[src/rtl/srp_pkg.sv]
// Shared constants and types of the system reset and power-save controller
package srp_pkg;

  // Reset counter geometry
  localparam int unsigned              SRP_CNT_W        = 20;         // Width of the reset counter
  localparam logic [SRP_CNT_W-1:0]     SRP_LONG_CYCLES  = 20'h48000;  // Long delay, 294 912 cycles
  localparam logic [SRP_CNT_W-1:0]     SRP_SHORT_CYCLES = 20'h00120;  // Short delay, 288 cycles
  localparam logic [SRP_CNT_W-1:0]     SRP_SYNC_LAT     = 20'h00002;  // Cycles lost in the pin synchronisers

  // Register port geometry
  localparam int unsigned              SRP_ADDR_W       = 4;          // Register address width
  localparam int unsigned              SRP_DATA_W       = 8;          // Register data width

  // Register offsets
  localparam logic [SRP_ADDR_W-1:0]    SRP_REG_CMD      = 4'h0;       // Mode commands, write only
  localparam logic [SRP_ADDR_W-1:0]    SRP_REG_INHIBIT  = 4'h1;       // Correlator input inhibit mask
  localparam logic [SRP_ADDR_W-1:0]    SRP_REG_STATUS   = 4'h2;       // Live status, read only

  // Command register fields
  localparam int unsigned              SRP_CMD_SLEEP    = 0;          // Write 1 to start sleep entry
  localparam int unsigned              SRP_CMD_IDLE     = 1;          // Write 1 to enter idle

  // Status register fields
  localparam int unsigned              SRP_STS_RELEASED = 0;          // Internal reset released
  localparam int unsigned              SRP_STS_WARN     = 1;          // Power warning input is low
  localparam int unsigned              SRP_STS_FAIL     = 2;          // Power fail input is low
  localparam int unsigned              SRP_STS_SLEEP    = 3;          // Sleeping
  localparam int unsigned              SRP_STS_IDLE     = 4;          // Idling
  localparam int unsigned              SRP_STS_GATED    = 5;          // Sample inputs blocked
  localparam int unsigned              SRP_STS_RFREQ    = 6;          // Front-end power-down pending

  // Reset values
  localparam logic [SRP_DATA_W-1:0]    SRP_INHIBIT_RST  = 8'h00;      // All channels fed after reset
  localparam logic                     SRP_SYNC_RST     = 1'b0;       // Synchronisers read low in reset

  // Power-save sequencer states
  typedef enum logic [2:0] {
    SRP_RUN,
    SRP_RF_CMD,
    SRP_GATE,
    SRP_SLEEP,
    SRP_IDLE
  } srp_pwr_state_t;

endpackage

[src/rtl/srp_reset_counter.sv]
// Reset delay counter with asynchronous clear and selectable terminal count
`timescale 1ns/1ps
`default_nettype none
module srp_reset_counter
  import srp_pkg::*;
#(
  parameter int unsigned CNT_W = SRP_CNT_W    // Counter width
) (
  // Clock and asynchronous clear
  input  wire logic             clk_i,
  input  wire logic             clr_n_i,
  // Count control
  input  wire logic             en_i,
  input  wire logic             sel_long_i,
  input  wire logic [CNT_W-1:0] long_term_i,
  input  wire logic [CNT_W-1:0] short_term_i,
  // Result
  output logic                  done_o,
  output logic      [CNT_W-1:0] count_o
);

  typedef struct packed {
    logic [CNT_W-1:0] count;                  // Cycles counted since both monitors healthy
    logic             done;                   // Terminal count reached, sticky until clear
  } srp_cnt_st_t;

  srp_cnt_st_t      st_ff;                    // Registered state
  srp_cnt_st_t      nxt_st;                   // Next state
  logic [CNT_W-1:0] term;                     // Terminal value picked by the delay select

  // Decode: the select pin chooses which terminal value ends reset
  assign term = sel_long_i ? long_term_i : short_term_i;

  // Count while enabled, then hold so reset never re-asserts by wrap
  always_comb begin
    nxt_st = st_ff;
    if (!st_ff.done && en_i) begin
      nxt_st.count = st_ff.count + 1'b1;
      if (nxt_st.count >= term) begin
        nxt_st.done = 1'b1;
      end
    end
  end

  // Pin low clears the counter without waiting for a clock edge
  always_ff @(posedge clk_i or negedge clr_n_i) begin
    if (!clr_n_i) begin
      st_ff <= '{count: '0, done: 1'b0};
    end else begin
      st_ff <= nxt_st;
    end
  end

  assign done_o  = st_ff.done;
  assign count_o = st_ff.count;

  // Once done, count and done stay frozen
  property p_done_hold;
    @(posedge clk_i) disable iff (!clr_n_i)
    done_o |=> done_o && $stable(count_o);
  endproperty
  a_done_hold: assert property (p_done_hold) else $error("reset counter moved after terminal count");

  // Without enable the count does not move
  property p_count_gated;
    @(posedge clk_i) disable iff (!clr_n_i)
    (!en_i && !done_o) |=> $stable(count_o);
  endproperty
  a_count_gated: assert property (p_count_gated) else $error("reset counter ran while disabled");

  // Done rises exactly on the selected terminal value
  property p_term_hit;
    @(posedge clk_i) disable iff (!clr_n_i)
    ($rose(done_o) && $stable(sel_long_i)) |-> (count_o == term);
  endproperty
  a_term_hit: assert property (p_term_hit) else $error("reset released at wrong count");

endmodule
`default_nettype wire

[src/rtl/srp_reset_power_ctrl.sv]
// Top of the system reset controller and power-save sequencer
//
// What this block does
// - Twenty-bit reset counter, system clock, async clear.
// - Power fail low clears counter immediately.
// - Counter runs only while both monitors high.
// - Delay select picks decoded terminal count.
// - Release after 294912 or 288 cycles.
// - Reset holds processor and all registers.
// - Reset frees data bus, drops strobes.
// - Reset makes GPIO inputs, oscillator enabled.
// - Watchdog may also reset the processor.
// - Per-channel correlator input inhibit by firmware.
// - Sleep: front-end command, gate inputs, then halt.
// - Sleep blocks reference clock and IF pins.
// - Any hardware interrupt ends sleep.
// - Sleep leaves real-time clock running.
// - Interrupt ends idle, processor resumes.
// - Idle keeps output pins, does nothing else.
// - Idle leaves sample inputs ungated.
// - Power warning low interrupts the processor.
// - Power fail low: reset, isolate RTC, RAM deselect.
//
// Design decisions made here: the address map and the address-and-strobe port.
`timescale 1ns/1ps
`default_nettype none
module srp_reset_power_ctrl
  import srp_pkg::*;
#(
  parameter logic [SRP_CNT_W-1:0] LONG_DELAY_CYCLES  = SRP_LONG_CYCLES,  // Long reset delay in cycles
  parameter logic [SRP_CNT_W-1:0] SHORT_DELAY_CYCLES = SRP_SHORT_CYCLES, // Short reset delay in cycles
  parameter int unsigned          CHAN_W             = 8,                // Correlator channels
  parameter int unsigned          GPIO_W             = 8,                // General purpose pins
  parameter int unsigned          IRQ_W              = 4                 // Wake interrupt lines
) (
  // Clock and synchronous reset
  input  wire logic                  CORE_CLK_I,
  input  wire logic                  RST_I,
  // Supply monitor and delay select pins
  input  wire logic                  POWER_FAIL_N_I,
  input  wire logic                  POWER_WARNING_N_I,
  input  wire logic                  RESET_DELAY_SELECT_I,
  // Watchdog
  input  wire logic                  WATCHDOG_RESET_I,
  // Register port
  input  wire logic [SRP_ADDR_W-1:0] REG_ADDR_I,
  input  wire logic [SRP_DATA_W-1:0] REG_WDATA_I,
  input  wire logic                  REG_WR_I,
  input  wire logic                  REG_RD_I,
  output logic      [SRP_DATA_W-1:0] REG_RDATA_O,
  // Wake sources from peripherals
  input  wire logic [IRQ_W-1:0]      WAKE_IRQ_I,
  // Front-end power-down command handshake
  output logic                       RF_POWER_DOWN_REQ_O,
  input  wire logic                  RF_POWER_DOWN_DONE_I,
  // Processor control
  output logic                       CORE_RESET_O,
  output logic                       REGS_RESET_O,
  output logic                       CORE_HALT_O,
  output logic                       POWER_WARNING_IRQ_O,
  // Pad requests from the processor
  input  wire logic                  BUS_DRIVE_REQ_I,
  input  wire logic                  RD_STROBE_REQ_I,
  input  wire logic                  WR_STROBE_REQ_I,
  input  wire logic [GPIO_W-1:0]     GPIO_OE_REQ_I,
  // Pad controls
  output logic                       BUS_OE_O,
  output logic                       RD_STROBE_O,
  output logic                       WR_STROBE_O,
  output logic      [GPIO_W-1:0]     GPIO_OE_O,
  output logic                       OSC_ENABLE_O,
  // Front-end input gating
  output logic                       SAMPLE_INPUT_BLOCK_O,
  output logic      [CHAN_W-1:0]     CHANNEL_INHIBIT_O,
  // Backup domain
  input  wire logic                  BACKUP_RAM_SELECT_REQ_N_I,
  output logic                       BACKUP_RAM_SELECT_N_O,
  output logic                       RTC_ISOLATE_O
);

  // Whole state of the sequencer and register file
  typedef struct packed {
    srp_pwr_state_t  pstate;                  // Power-save sequencer state
    logic [CHAN_W-1:0] inhibit;               // Correlator input inhibit mask
    logic            gate;                    // Sample inputs blocked
    logic            halt;                    // Processor halted
    logic            rf_req;                  // Front-end power-down command pending
    logic [SRP_DATA_W-1:0] rdata;             // Read data, valid one cycle after read
  } srp_st_t;

  localparam srp_st_t st_rst = '{
    pstate:  SRP_RUN,
    inhibit: SRP_INHIBIT_RST[CHAN_W-1:0],
    gate:    1'b0,
    halt:    1'b0,
    rf_req:  1'b0,
    rdata:   '0
  };

  srp_st_t                 st_ff;             // Registered state
  srp_st_t                 nxt_st;            // Next state
  logic                    fail_s;            // Power fail pin, synchronised
  logic                    warn_s;            // Power warning pin, synchronised
  logic                    sel_s;             // Delay select pin, synchronised
  logic                    cnt_done;          // Counter reached terminal value
  logic [SRP_CNT_W-1:0]    term_long;         // Long terminal, sync latency removed
  logic [SRP_CNT_W-1:0]    term_short;        // Short terminal, sync latency removed
  logic                    regs_reset;        // Internal reset of all registers
  logic                    any_irq;           // Some wake source active
  logic                    sleep_cmd;         // Firmware asks for sleep
  logic                    idle_cmd;          // Firmware asks for idle
  logic [SRP_DATA_W-1:0]   status;            // Status word as read
  logic [SRP_DATA_W-1:0]   inhibit_rd;        // Inhibit mask widened for reading

  // Pin levels pass two flops before the enable, select and status logic read them; the fail pin is also used raw
  srp_sync #(
    .W (3)
  ) u_pin_sync (
    .clk_i (CORE_CLK_I),
    .rst_i (RST_I),
    .d_i   ({POWER_FAIL_N_I, POWER_WARNING_N_I, RESET_DELAY_SELECT_I}),
    .q_o   ({fail_s, warn_s, sel_s})
  );

  // The synchroniser costs two cycles, so the decode ends two counts early
  assign term_long  = LONG_DELAY_CYCLES - SRP_SYNC_LAT;
  assign term_short = SHORT_DELAY_CYCLES - SRP_SYNC_LAT;

  // Raw pin clears the counter; the healthy pair enables it
  srp_reset_counter #(
    .CNT_W (SRP_CNT_W)
  ) u_counter (
    .clk_i        (CORE_CLK_I),
    .clr_n_i      (POWER_FAIL_N_I),
    .en_i         (fail_s & warn_s),
    .sel_long_i   (sel_s),
    .long_term_i  (term_long),
    .short_term_i (term_short),
    .done_o       (cnt_done),
    .count_o      ()
  );

  // Reset asserts at once with the pin and releases on a clock edge
  assign regs_reset   = ~cnt_done | RST_I;
  assign REGS_RESET_O = regs_reset;
  // Watchdog only touches the processor, not the rest of the chip
  assign CORE_RESET_O = regs_reset | WATCHDOG_RESET_I;

  // Warning is a level interrupt for the power-fail routine
  assign POWER_WARNING_IRQ_O = ~warn_s;

  // Pad direction and strobes are forced safe while in reset
  assign BUS_OE_O     = BUS_DRIVE_REQ_I & ~regs_reset;
  assign RD_STROBE_O  = RD_STROBE_REQ_I & ~regs_reset;
  assign WR_STROBE_O  = WR_STROBE_REQ_I & ~regs_reset;
  assign GPIO_OE_O    = GPIO_OE_REQ_I & {GPIO_W{~regs_reset}};
  // Oscillator is never stopped here, so it is always on in reset
  assign OSC_ENABLE_O = 1'b1;

  // Backup domain reacts to the raw pin: no clock may be trusted then
  assign BACKUP_RAM_SELECT_N_O = BACKUP_RAM_SELECT_REQ_N_I | ~POWER_FAIL_N_I;
  // Sleep never isolates the RTC; only power fail does
  assign RTC_ISOLATE_O         = ~POWER_FAIL_N_I;

  // Sequencer outputs come straight from state flops
  assign SAMPLE_INPUT_BLOCK_O = st_ff.gate;
  assign CORE_HALT_O          = st_ff.halt;
  assign RF_POWER_DOWN_REQ_O  = st_ff.rf_req;
  assign CHANNEL_INHIBIT_O    = st_ff.inhibit;
  assign REG_RDATA_O          = st_ff.rdata;

  // Wake sources: peripheral lines plus the power warning
  assign any_irq = (|WAKE_IRQ_I) | ~warn_s;

  // Command decode, taken only in the write cycle
  assign sleep_cmd = REG_WR_I && (REG_ADDR_I == SRP_REG_CMD) && REG_WDATA_I[SRP_CMD_SLEEP];
  assign idle_cmd  = REG_WR_I && (REG_ADDR_I == SRP_REG_CMD) && REG_WDATA_I[SRP_CMD_IDLE];

  // Status word assembled from live state
  always_comb begin
    status                   = '0;
    status[SRP_STS_RELEASED] = cnt_done;
    status[SRP_STS_WARN]     = ~warn_s;
    status[SRP_STS_FAIL]     = ~fail_s;
    status[SRP_STS_SLEEP]    = (st_ff.pstate == SRP_SLEEP);
    status[SRP_STS_IDLE]     = (st_ff.pstate == SRP_IDLE);
    status[SRP_STS_GATED]    = st_ff.gate;
    status[SRP_STS_RFREQ]    = st_ff.rf_req;
    inhibit_rd               = '0;
    inhibit_rd[CHAN_W-1:0]   = st_ff.inhibit;
  end

  // Register access and power-save sequencing
  always_comb begin
    nxt_st       = st_ff;
    nxt_st.rdata = '0;
    // Read data stands only in the cycle after the strobe
    if (REG_RD_I) begin
      case (REG_ADDR_I)
        SRP_REG_INHIBIT: nxt_st.rdata = inhibit_rd;
        SRP_REG_STATUS:  nxt_st.rdata = status;
        default:         nxt_st.rdata = '0;
      endcase
    end
    // Inhibit mask is free to change in any mode
    if (REG_WR_I && (REG_ADDR_I == SRP_REG_INHIBIT)) begin
      nxt_st.inhibit = REG_WDATA_I[CHAN_W-1:0];
    end
    case (st_ff.pstate)
      SRP_RUN: begin
        // Sleep wins if both commands arrive in one write
        if (sleep_cmd) begin
          nxt_st.rf_req = 1'b1;
          nxt_st.pstate = SRP_RF_CMD;
        end else if (idle_cmd) begin
          // Idle only halts; pads and gating are left alone
          nxt_st.halt   = 1'b1;
          nxt_st.pstate = SRP_IDLE;
        end
      end
      SRP_RF_CMD: begin
        // Inputs stay open until the front-end has its command
        if (RF_POWER_DOWN_DONE_I) begin
          nxt_st.rf_req = 1'b0;
          nxt_st.gate   = 1'b1;
          nxt_st.pstate = SRP_GATE;
        end
      end
      SRP_GATE: begin
        // Halt one cycle after gating so the order is visible
        nxt_st.halt   = 1'b1;
        nxt_st.pstate = SRP_SLEEP;
      end
      SRP_SLEEP: begin
        if (any_irq) begin
          nxt_st.gate   = 1'b0;
          nxt_st.halt   = 1'b0;
          nxt_st.pstate = SRP_RUN;
        end
      end
      SRP_IDLE: begin
        // Releasing halt lets the core carry on where it stopped
        if (any_irq) begin
          nxt_st.halt   = 1'b0;
          nxt_st.pstate = SRP_RUN;
        end
      end
      default: begin
        nxt_st.gate   = 1'b0;
        nxt_st.halt   = 1'b0;
        nxt_st.rf_req = 1'b0;
        nxt_st.pstate = SRP_RUN;
      end
    endcase
  end

  // Internal reset returns every register to its reset value
  always_ff @(posedge CORE_CLK_I) begin
    if (regs_reset) begin
      st_ff <= st_rst;
    end else begin
      st_ff <= nxt_st;
    end
  end

  // Power fail low forces both resets at once
  property p_fail_reset;
    @(posedge CORE_CLK_I)
    !POWER_FAIL_N_I |-> (CORE_RESET_O && REGS_RESET_O);
  endproperty
  a_fail_reset: assert property (p_fail_reset) else $error("power fail did not force reset");

  // Power fail low deselects RAM and isolates RTC
  property p_fail_backup;
    @(posedge CORE_CLK_I)
    !POWER_FAIL_N_I |-> (BACKUP_RAM_SELECT_N_O && RTC_ISOLATE_O);
  endproperty
  a_fail_backup: assert property (p_fail_backup) else $error("backup domain not protected");

  // Bus and strobes are quiet in reset whatever the core asks
  property p_reset_bus;
    @(posedge CORE_CLK_I)
    REGS_RESET_O |-> (!BUS_OE_O && !RD_STROBE_O && !WR_STROBE_O);
  endproperty
  a_reset_bus: assert property (p_reset_bus) else $error("bus driven during reset");

  // GPIO are inputs and the oscillator runs in reset
  property p_reset_gpio;
    @(posedge CORE_CLK_I)
    REGS_RESET_O |-> ((GPIO_OE_O == '0) && OSC_ENABLE_O);
  endproperty
  a_reset_gpio: assert property (p_reset_gpio) else $error("GPIO or oscillator wrong in reset");

  // Watchdog resets the processor
  property p_watchdog;
    @(posedge CORE_CLK_I)
    WATCHDOG_RESET_I |-> CORE_RESET_O;
  endproperty
  a_watchdog: assert property (p_watchdog) else $error("watchdog did not reset core");

  // Gating comes before the halt, one cycle apart
  property p_sleep_order;
    @(posedge CORE_CLK_I) disable iff (REGS_RESET_O)
    $rose(SAMPLE_INPUT_BLOCK_O) |-> (!CORE_HALT_O && !RF_POWER_DOWN_REQ_O) ##1 CORE_HALT_O;
  endproperty
  a_sleep_order: assert property (p_sleep_order) else $error("sleep entry out of order");

  // Command goes out while inputs are still open
  property p_rf_first;
    @(posedge CORE_CLK_I) disable iff (REGS_RESET_O)
    $rose(RF_POWER_DOWN_REQ_O) |-> (!SAMPLE_INPUT_BLOCK_O && !CORE_HALT_O);
  endproperty
  a_rf_first: assert property (p_rf_first) else $error("front-end command after gating");

  // Interrupt in sleep ends it in the next cycle
  property p_sleep_wake;
    @(posedge CORE_CLK_I) disable iff (REGS_RESET_O)
    (CORE_HALT_O && SAMPLE_INPUT_BLOCK_O && (|WAKE_IRQ_I)) |=> (!CORE_HALT_O && !SAMPLE_INPUT_BLOCK_O);
  endproperty
  a_sleep_wake: assert property (p_sleep_wake) else $error("sleep not ended by interrupt");

  // Interrupt in idle releases the halt
  property p_idle_wake;
    @(posedge CORE_CLK_I) disable iff (REGS_RESET_O)
    (st_ff.pstate == SRP_IDLE && (|WAKE_IRQ_I)) |=> !CORE_HALT_O;
  endproperty
  a_idle_wake: assert property (p_idle_wake) else $error("idle not ended by interrupt");

  // Idle never gates the sample inputs
  property p_idle_open;
    @(posedge CORE_CLK_I) disable iff (REGS_RESET_O)
    (st_ff.pstate == SRP_IDLE) |-> !SAMPLE_INPUT_BLOCK_O;
  endproperty
  a_idle_open: assert property (p_idle_open) else $error("inputs gated in idle");

  // RTC isolation follows only the power fail pin
  property p_rtc_free;
    @(posedge CORE_CLK_I)
    POWER_FAIL_N_I |-> !RTC_ISOLATE_O;
  endproperty
  a_rtc_free: assert property (p_rtc_free) else $error("RTC isolated without power fail");

  // Warning low for three samples raises the interrupt
  property p_warn_irq;
    @(posedge CORE_CLK_I) disable iff (RST_I)
    (!POWER_WARNING_N_I)[*3] |-> POWER_WARNING_IRQ_O;
  endproperty
  a_warn_irq: assert property (p_warn_irq) else $error("power warning interrupt missing");

endmodule
`default_nettype wire

[src/rtl/srp_sync.sv]
// Two-flop synchroniser for asynchronous pin levels
`timescale 1ns/1ps
`default_nettype none
module srp_sync
  import srp_pkg::*;
#(
  parameter int unsigned W = 1                // Number of bits synchronised
) (
  // Clock and reset
  input  wire logic         clk_i,
  input  wire logic         rst_i,
  // Level in and out
  input  wire logic [W-1:0] d_i,
  output logic      [W-1:0] q_o
);

  // Both stages in one state word; stage one feeds only stage two
  typedef struct packed {
    logic [W-1:0] meta;                       // First stage, may go metastable
    logic [W-1:0] safe;                       // Second stage, safe to read
  } srp_sync_st_t;

  srp_sync_st_t st_ff;                        // Registered state
  srp_sync_st_t nxt_st;                       // Next state

  // Shift the pin level one stage per clock
  always_comb begin
    nxt_st.meta = d_i;
    nxt_st.safe = st_ff.meta;
  end

  // Synchronous reset to a known low level
  always_ff @(posedge clk_i) begin
    if (rst_i) begin
      st_ff <= '{meta: {W{SRP_SYNC_RST}}, safe: {W{SRP_SYNC_RST}}};
    end else begin
      st_ff <= nxt_st;
    end
  end

  assign q_o = st_ff.safe;

endmodule
`default_nettype wire

[config.mk]
export PLATFORM = sky130hd
export DESIGN_NAME = srp_reset_power_ctrl
export DESIGN_NICKNAME = d
export VERILOG_FILES = /design/src/rtl/srp_pkg.sv /design/src/rtl/srp_reset_counter.sv /design/src/rtl/srp_reset_power_ctrl.sv /design/src/rtl/srp_sync.sv
export SDC_FILE = /design/constraint.sdc
export NUM_CORES = 1
export LEC_CHECK = 0
export BUFFER_PORTS_ARGS = -buffer_cell sky130_fd_sc_hd__buf_2
export CAP_MARGIN = 10
export CORE_MARGIN = 5
export CORE_UTILIZATION = 40
export DETAILED_ROUTE_END_ITERATION = 10
export PLACE_DENSITY_LB_ADDON = 0.08
export SETUP_SLACK_MARGIN = 0.3
export SLEW_MARGIN = 5
export SYNTH_ARGS = -nofsm -noshare
export SYNTH_HDL_FRONTEND = slang
export SYNTH_SLANG_ARGS = --single-unit
export TNS_END_PERCENT = 10
[constraint.sdc]
create_clock -name CORE_CLK_I -period 2.9 [get_ports CORE_CLK_I]
set_input_delay 0.58 -clock CORE_CLK_I [delete_from_list [all_inputs] [get_ports CORE_CLK_I]]
set_output_delay 0.58 -clock CORE_CLK_I [all_outputs]
set_load 0.01 [all_outputs]
==> metrics.cfg <==
[status]
status=finished clean

[cells_and_area]
area_growth_syn_to_layout_pct=21.8
fin_util_pct=50.6
multi_input_area_sq_um=1450
diodes=0
regArea_sq_um=1090
final_layout_size_suffix_gt1_share_pct=31.4
fin_nets=411
n_fill_cell=644

[power_and_ir_drop]
power_density_nw_per_um2=434
p_leak_nw=1.52
peakVddDrop_mv=0.327

[synthesis]
yosys_warnings=0
yosysMostFrequentCell=dfxtp_1
ys_ff_latch=49
synth-edff-count=0
yosysUniqueCellTypes=46
async_reset_ff_share_pct=42.9
synthTopCellsByArea=dfxtp_1 (21%), dfrtp_1 (20%), xnor2_1 (6.5%)
netlist_area_sq_um=2690
synthTopCellsByCount=dfxtp_1 (28), nand2_1 (22), dfrtp_1 (21), nand3_1 (21), xnor2_1 (20)
synth-main-ff-cell=dfxtp_1
syn_inst=298
yosysTopAreaCellShare_pct=20.9
syn_nets=347
ys_seq_area_share_pct=40.4
synth_top_cell_by_area=dfxtp_1
postSynthAreaPerCell_sq_um=9.01

[place]
portBuffers=71
place_hpwl_microns=4660
place.gp.congestion=0.804

[detailed_routing]
wl_per_cell_microns=14.0
vias=2226
drt_iter0_markers=109
drc=0
wl_microns=6170
vias_per_cell=5.06
drtAntennaViolNets=0
dr.pass1.iters=4

[floorplanning]
io_pins=73
rows=29
die_x_microns=92.0
die-area_sq_um=8450
core-area_sq_um=6460
initial_core_util_pct=41.6
fp.dieH_microns=92.0

[global_routing]
grt_max_degree=18
grt_overflow=0
track_usage_pct=15.4
antenna_found_initial=0
grt_pass1_wl_microns=10700
grt_busiest_layer=met2
grt_use_met3_pct=3.52
grt_pass1_vias=2219
grtUsageMet1_pct=22.1
use_met2_pct=23.7

[setup_path]
crit_chain=ha_4 -> nand3_4 -> nor2_4 -> and4_4 -> and3_4 -> xor2_1 -> ha_1 -> a21oi_1 -> o22ai_1 -> o21a_1 -> a311oi_2 -> nand4_1 -> a21o_1
slowest_stage=dfrtp_2
crit_start=u_counter.count_o[0]
reg2reg_slack_ns=0.32
cp_top_family=compound AO/OA/AOI/OAI gates
worst_setup_path_start_kind=register
reg2reg_depth=13
cp-endpoint=u_counter.done_o
cp_max_fo=4
cp_data_arrival_time_ns=2.79
critPathKind=register to register
reg2reg_to=u_counter.done_o
crit_cells=13
slowest_delay_ns=0.42
critPathRequiredTime_ns=3.10
critPathBufInv=0
crit_path_end_kind=register
r2r_start=u_counter.count_o[0]

[sta]
hold_viol=0
final.period_utilization_pct=89.0
timing.hold.ws_ns=0.126
rsz0062_at_grt=yes
setup_viol=0
max_freq_mhz=387
fin_worst_skew_ns=0.00583
slew_violations=0
min_period_ns=2.58
setup_tns_ns=0

[clocking]
clk_latency_ns=0.30
clk_pin_slew_worst_paths_ns=0.10
numCtsBuffers=5
cts.sinks=49
htreeDepth=2
clockRootBuffer=clkbuf_8
cts_tree=done
clock_tree.buffer_depth=2

[job]
max_cap_violations=0

[min_path]
hold_class=input port to asynchronous set/reset pin

state kept, by name (all words and copies together), names as in the netlist:
signal / cells
SAMPLE_INPUT_BLOCK_O: 1
CORE_HALT_O: 1
u_pin_sync.nxt_st: 3
RF_POWER_DOWN_REQ_O: 1
CHANNEL_INHIBIT_O: 8
u_counter.done_o: 1
st_ff: 3
REG_RDATA_O: 8
u_counter.count_o: 20
u_pin_sync.q_o: 3
cell usage in the layout (no fill, tap or decap), drive strengths merged, types with 3 or more instances in the layout:
master  count
nor2       19
a22oi       6
inv        12
or3         3
nand2      22
buf        85
o21ai       6
dfxtp      28
nand4       6
and4        3
and3        5
xnor2      20
ha         12
nor3        6
clkbuf      6
xor2       13
and2       14
nor2b      10
a21oi      17
nand3      23
a311oi      3
dfrtp      21
layer usage:
metal,vias to the layer above,wire (microns)
met5,-,0
met4,0,29
met3,4,341
met2,71,2710
met1,1015,3090
li1,1136,-
power by group:
group	switching, mW	internal [mW]
Sequential	0.0170	0.693
Combinational	0.0711	0.0818
Clock	0.242	0.313
repair_timing:
item,4_1_cts,5_1_grt
resized for setup,8,1
setup endpoints to repair,1,1
setup buffers,5,1
pin swaps,3,4
hold buffers,0,0
area by class of cell:
| cell class | count | area share (%) |
|---|---|---|
| clock inverters | 2 | 1.19 |
| multi-input cells | 210 | 44.3 |
| flip-flops and latches | 49 | 33.4 |
| repair buffers | 85 | 14.1 |
| clock buffers | 6 | 2.87 |
| inverters | 11 | 1.26 |
| well taps | 77 | 2.95 |
cells by family after synthesis:
family / Yosys count / synth area share (%)
flip-flops: 49 / 40.4
adder cells (fa/ha/maj): 12 / 5.59
AND/OR/NAND/NOR: 119 / 24.3
XOR/XNOR: 33 / 10.8
AO/OA/AOI/OAI: 45 / 10.9
other: 1 / 0.140
buffers and inverters: 39 / 7.87
worst min path at each step:
stage	endpoint	slack (ns)	cells past startpoint
after floorplan	u_counter.count_o[0]	0.28	0
after global placement	u_pin_sync.q_o[1]	0.42	1
after detailed placement	u_pin_sync.q_o[1]	0.43	1
after CTS	u_counter.count_o[6]	0.12	1
after global routing	u_counter.count_o[6]	0.12	1
final	u_counter.count_o[6]	0.13	1
metrics by stage:
step                power (mW)  std cells  area, sq um  setup slack [ns]
floorplan                0.788        298         2720             0.306
global placement         0.838        426         3060             0.183
detailed placement       0.841        426         3060             0.124
CTS                       1.43        439         3260             0.302
global route              1.49        440         3270             0.209
finish                    1.42        440         3270             0.318
Note: power is estimated with default switching activity, not from simulation.
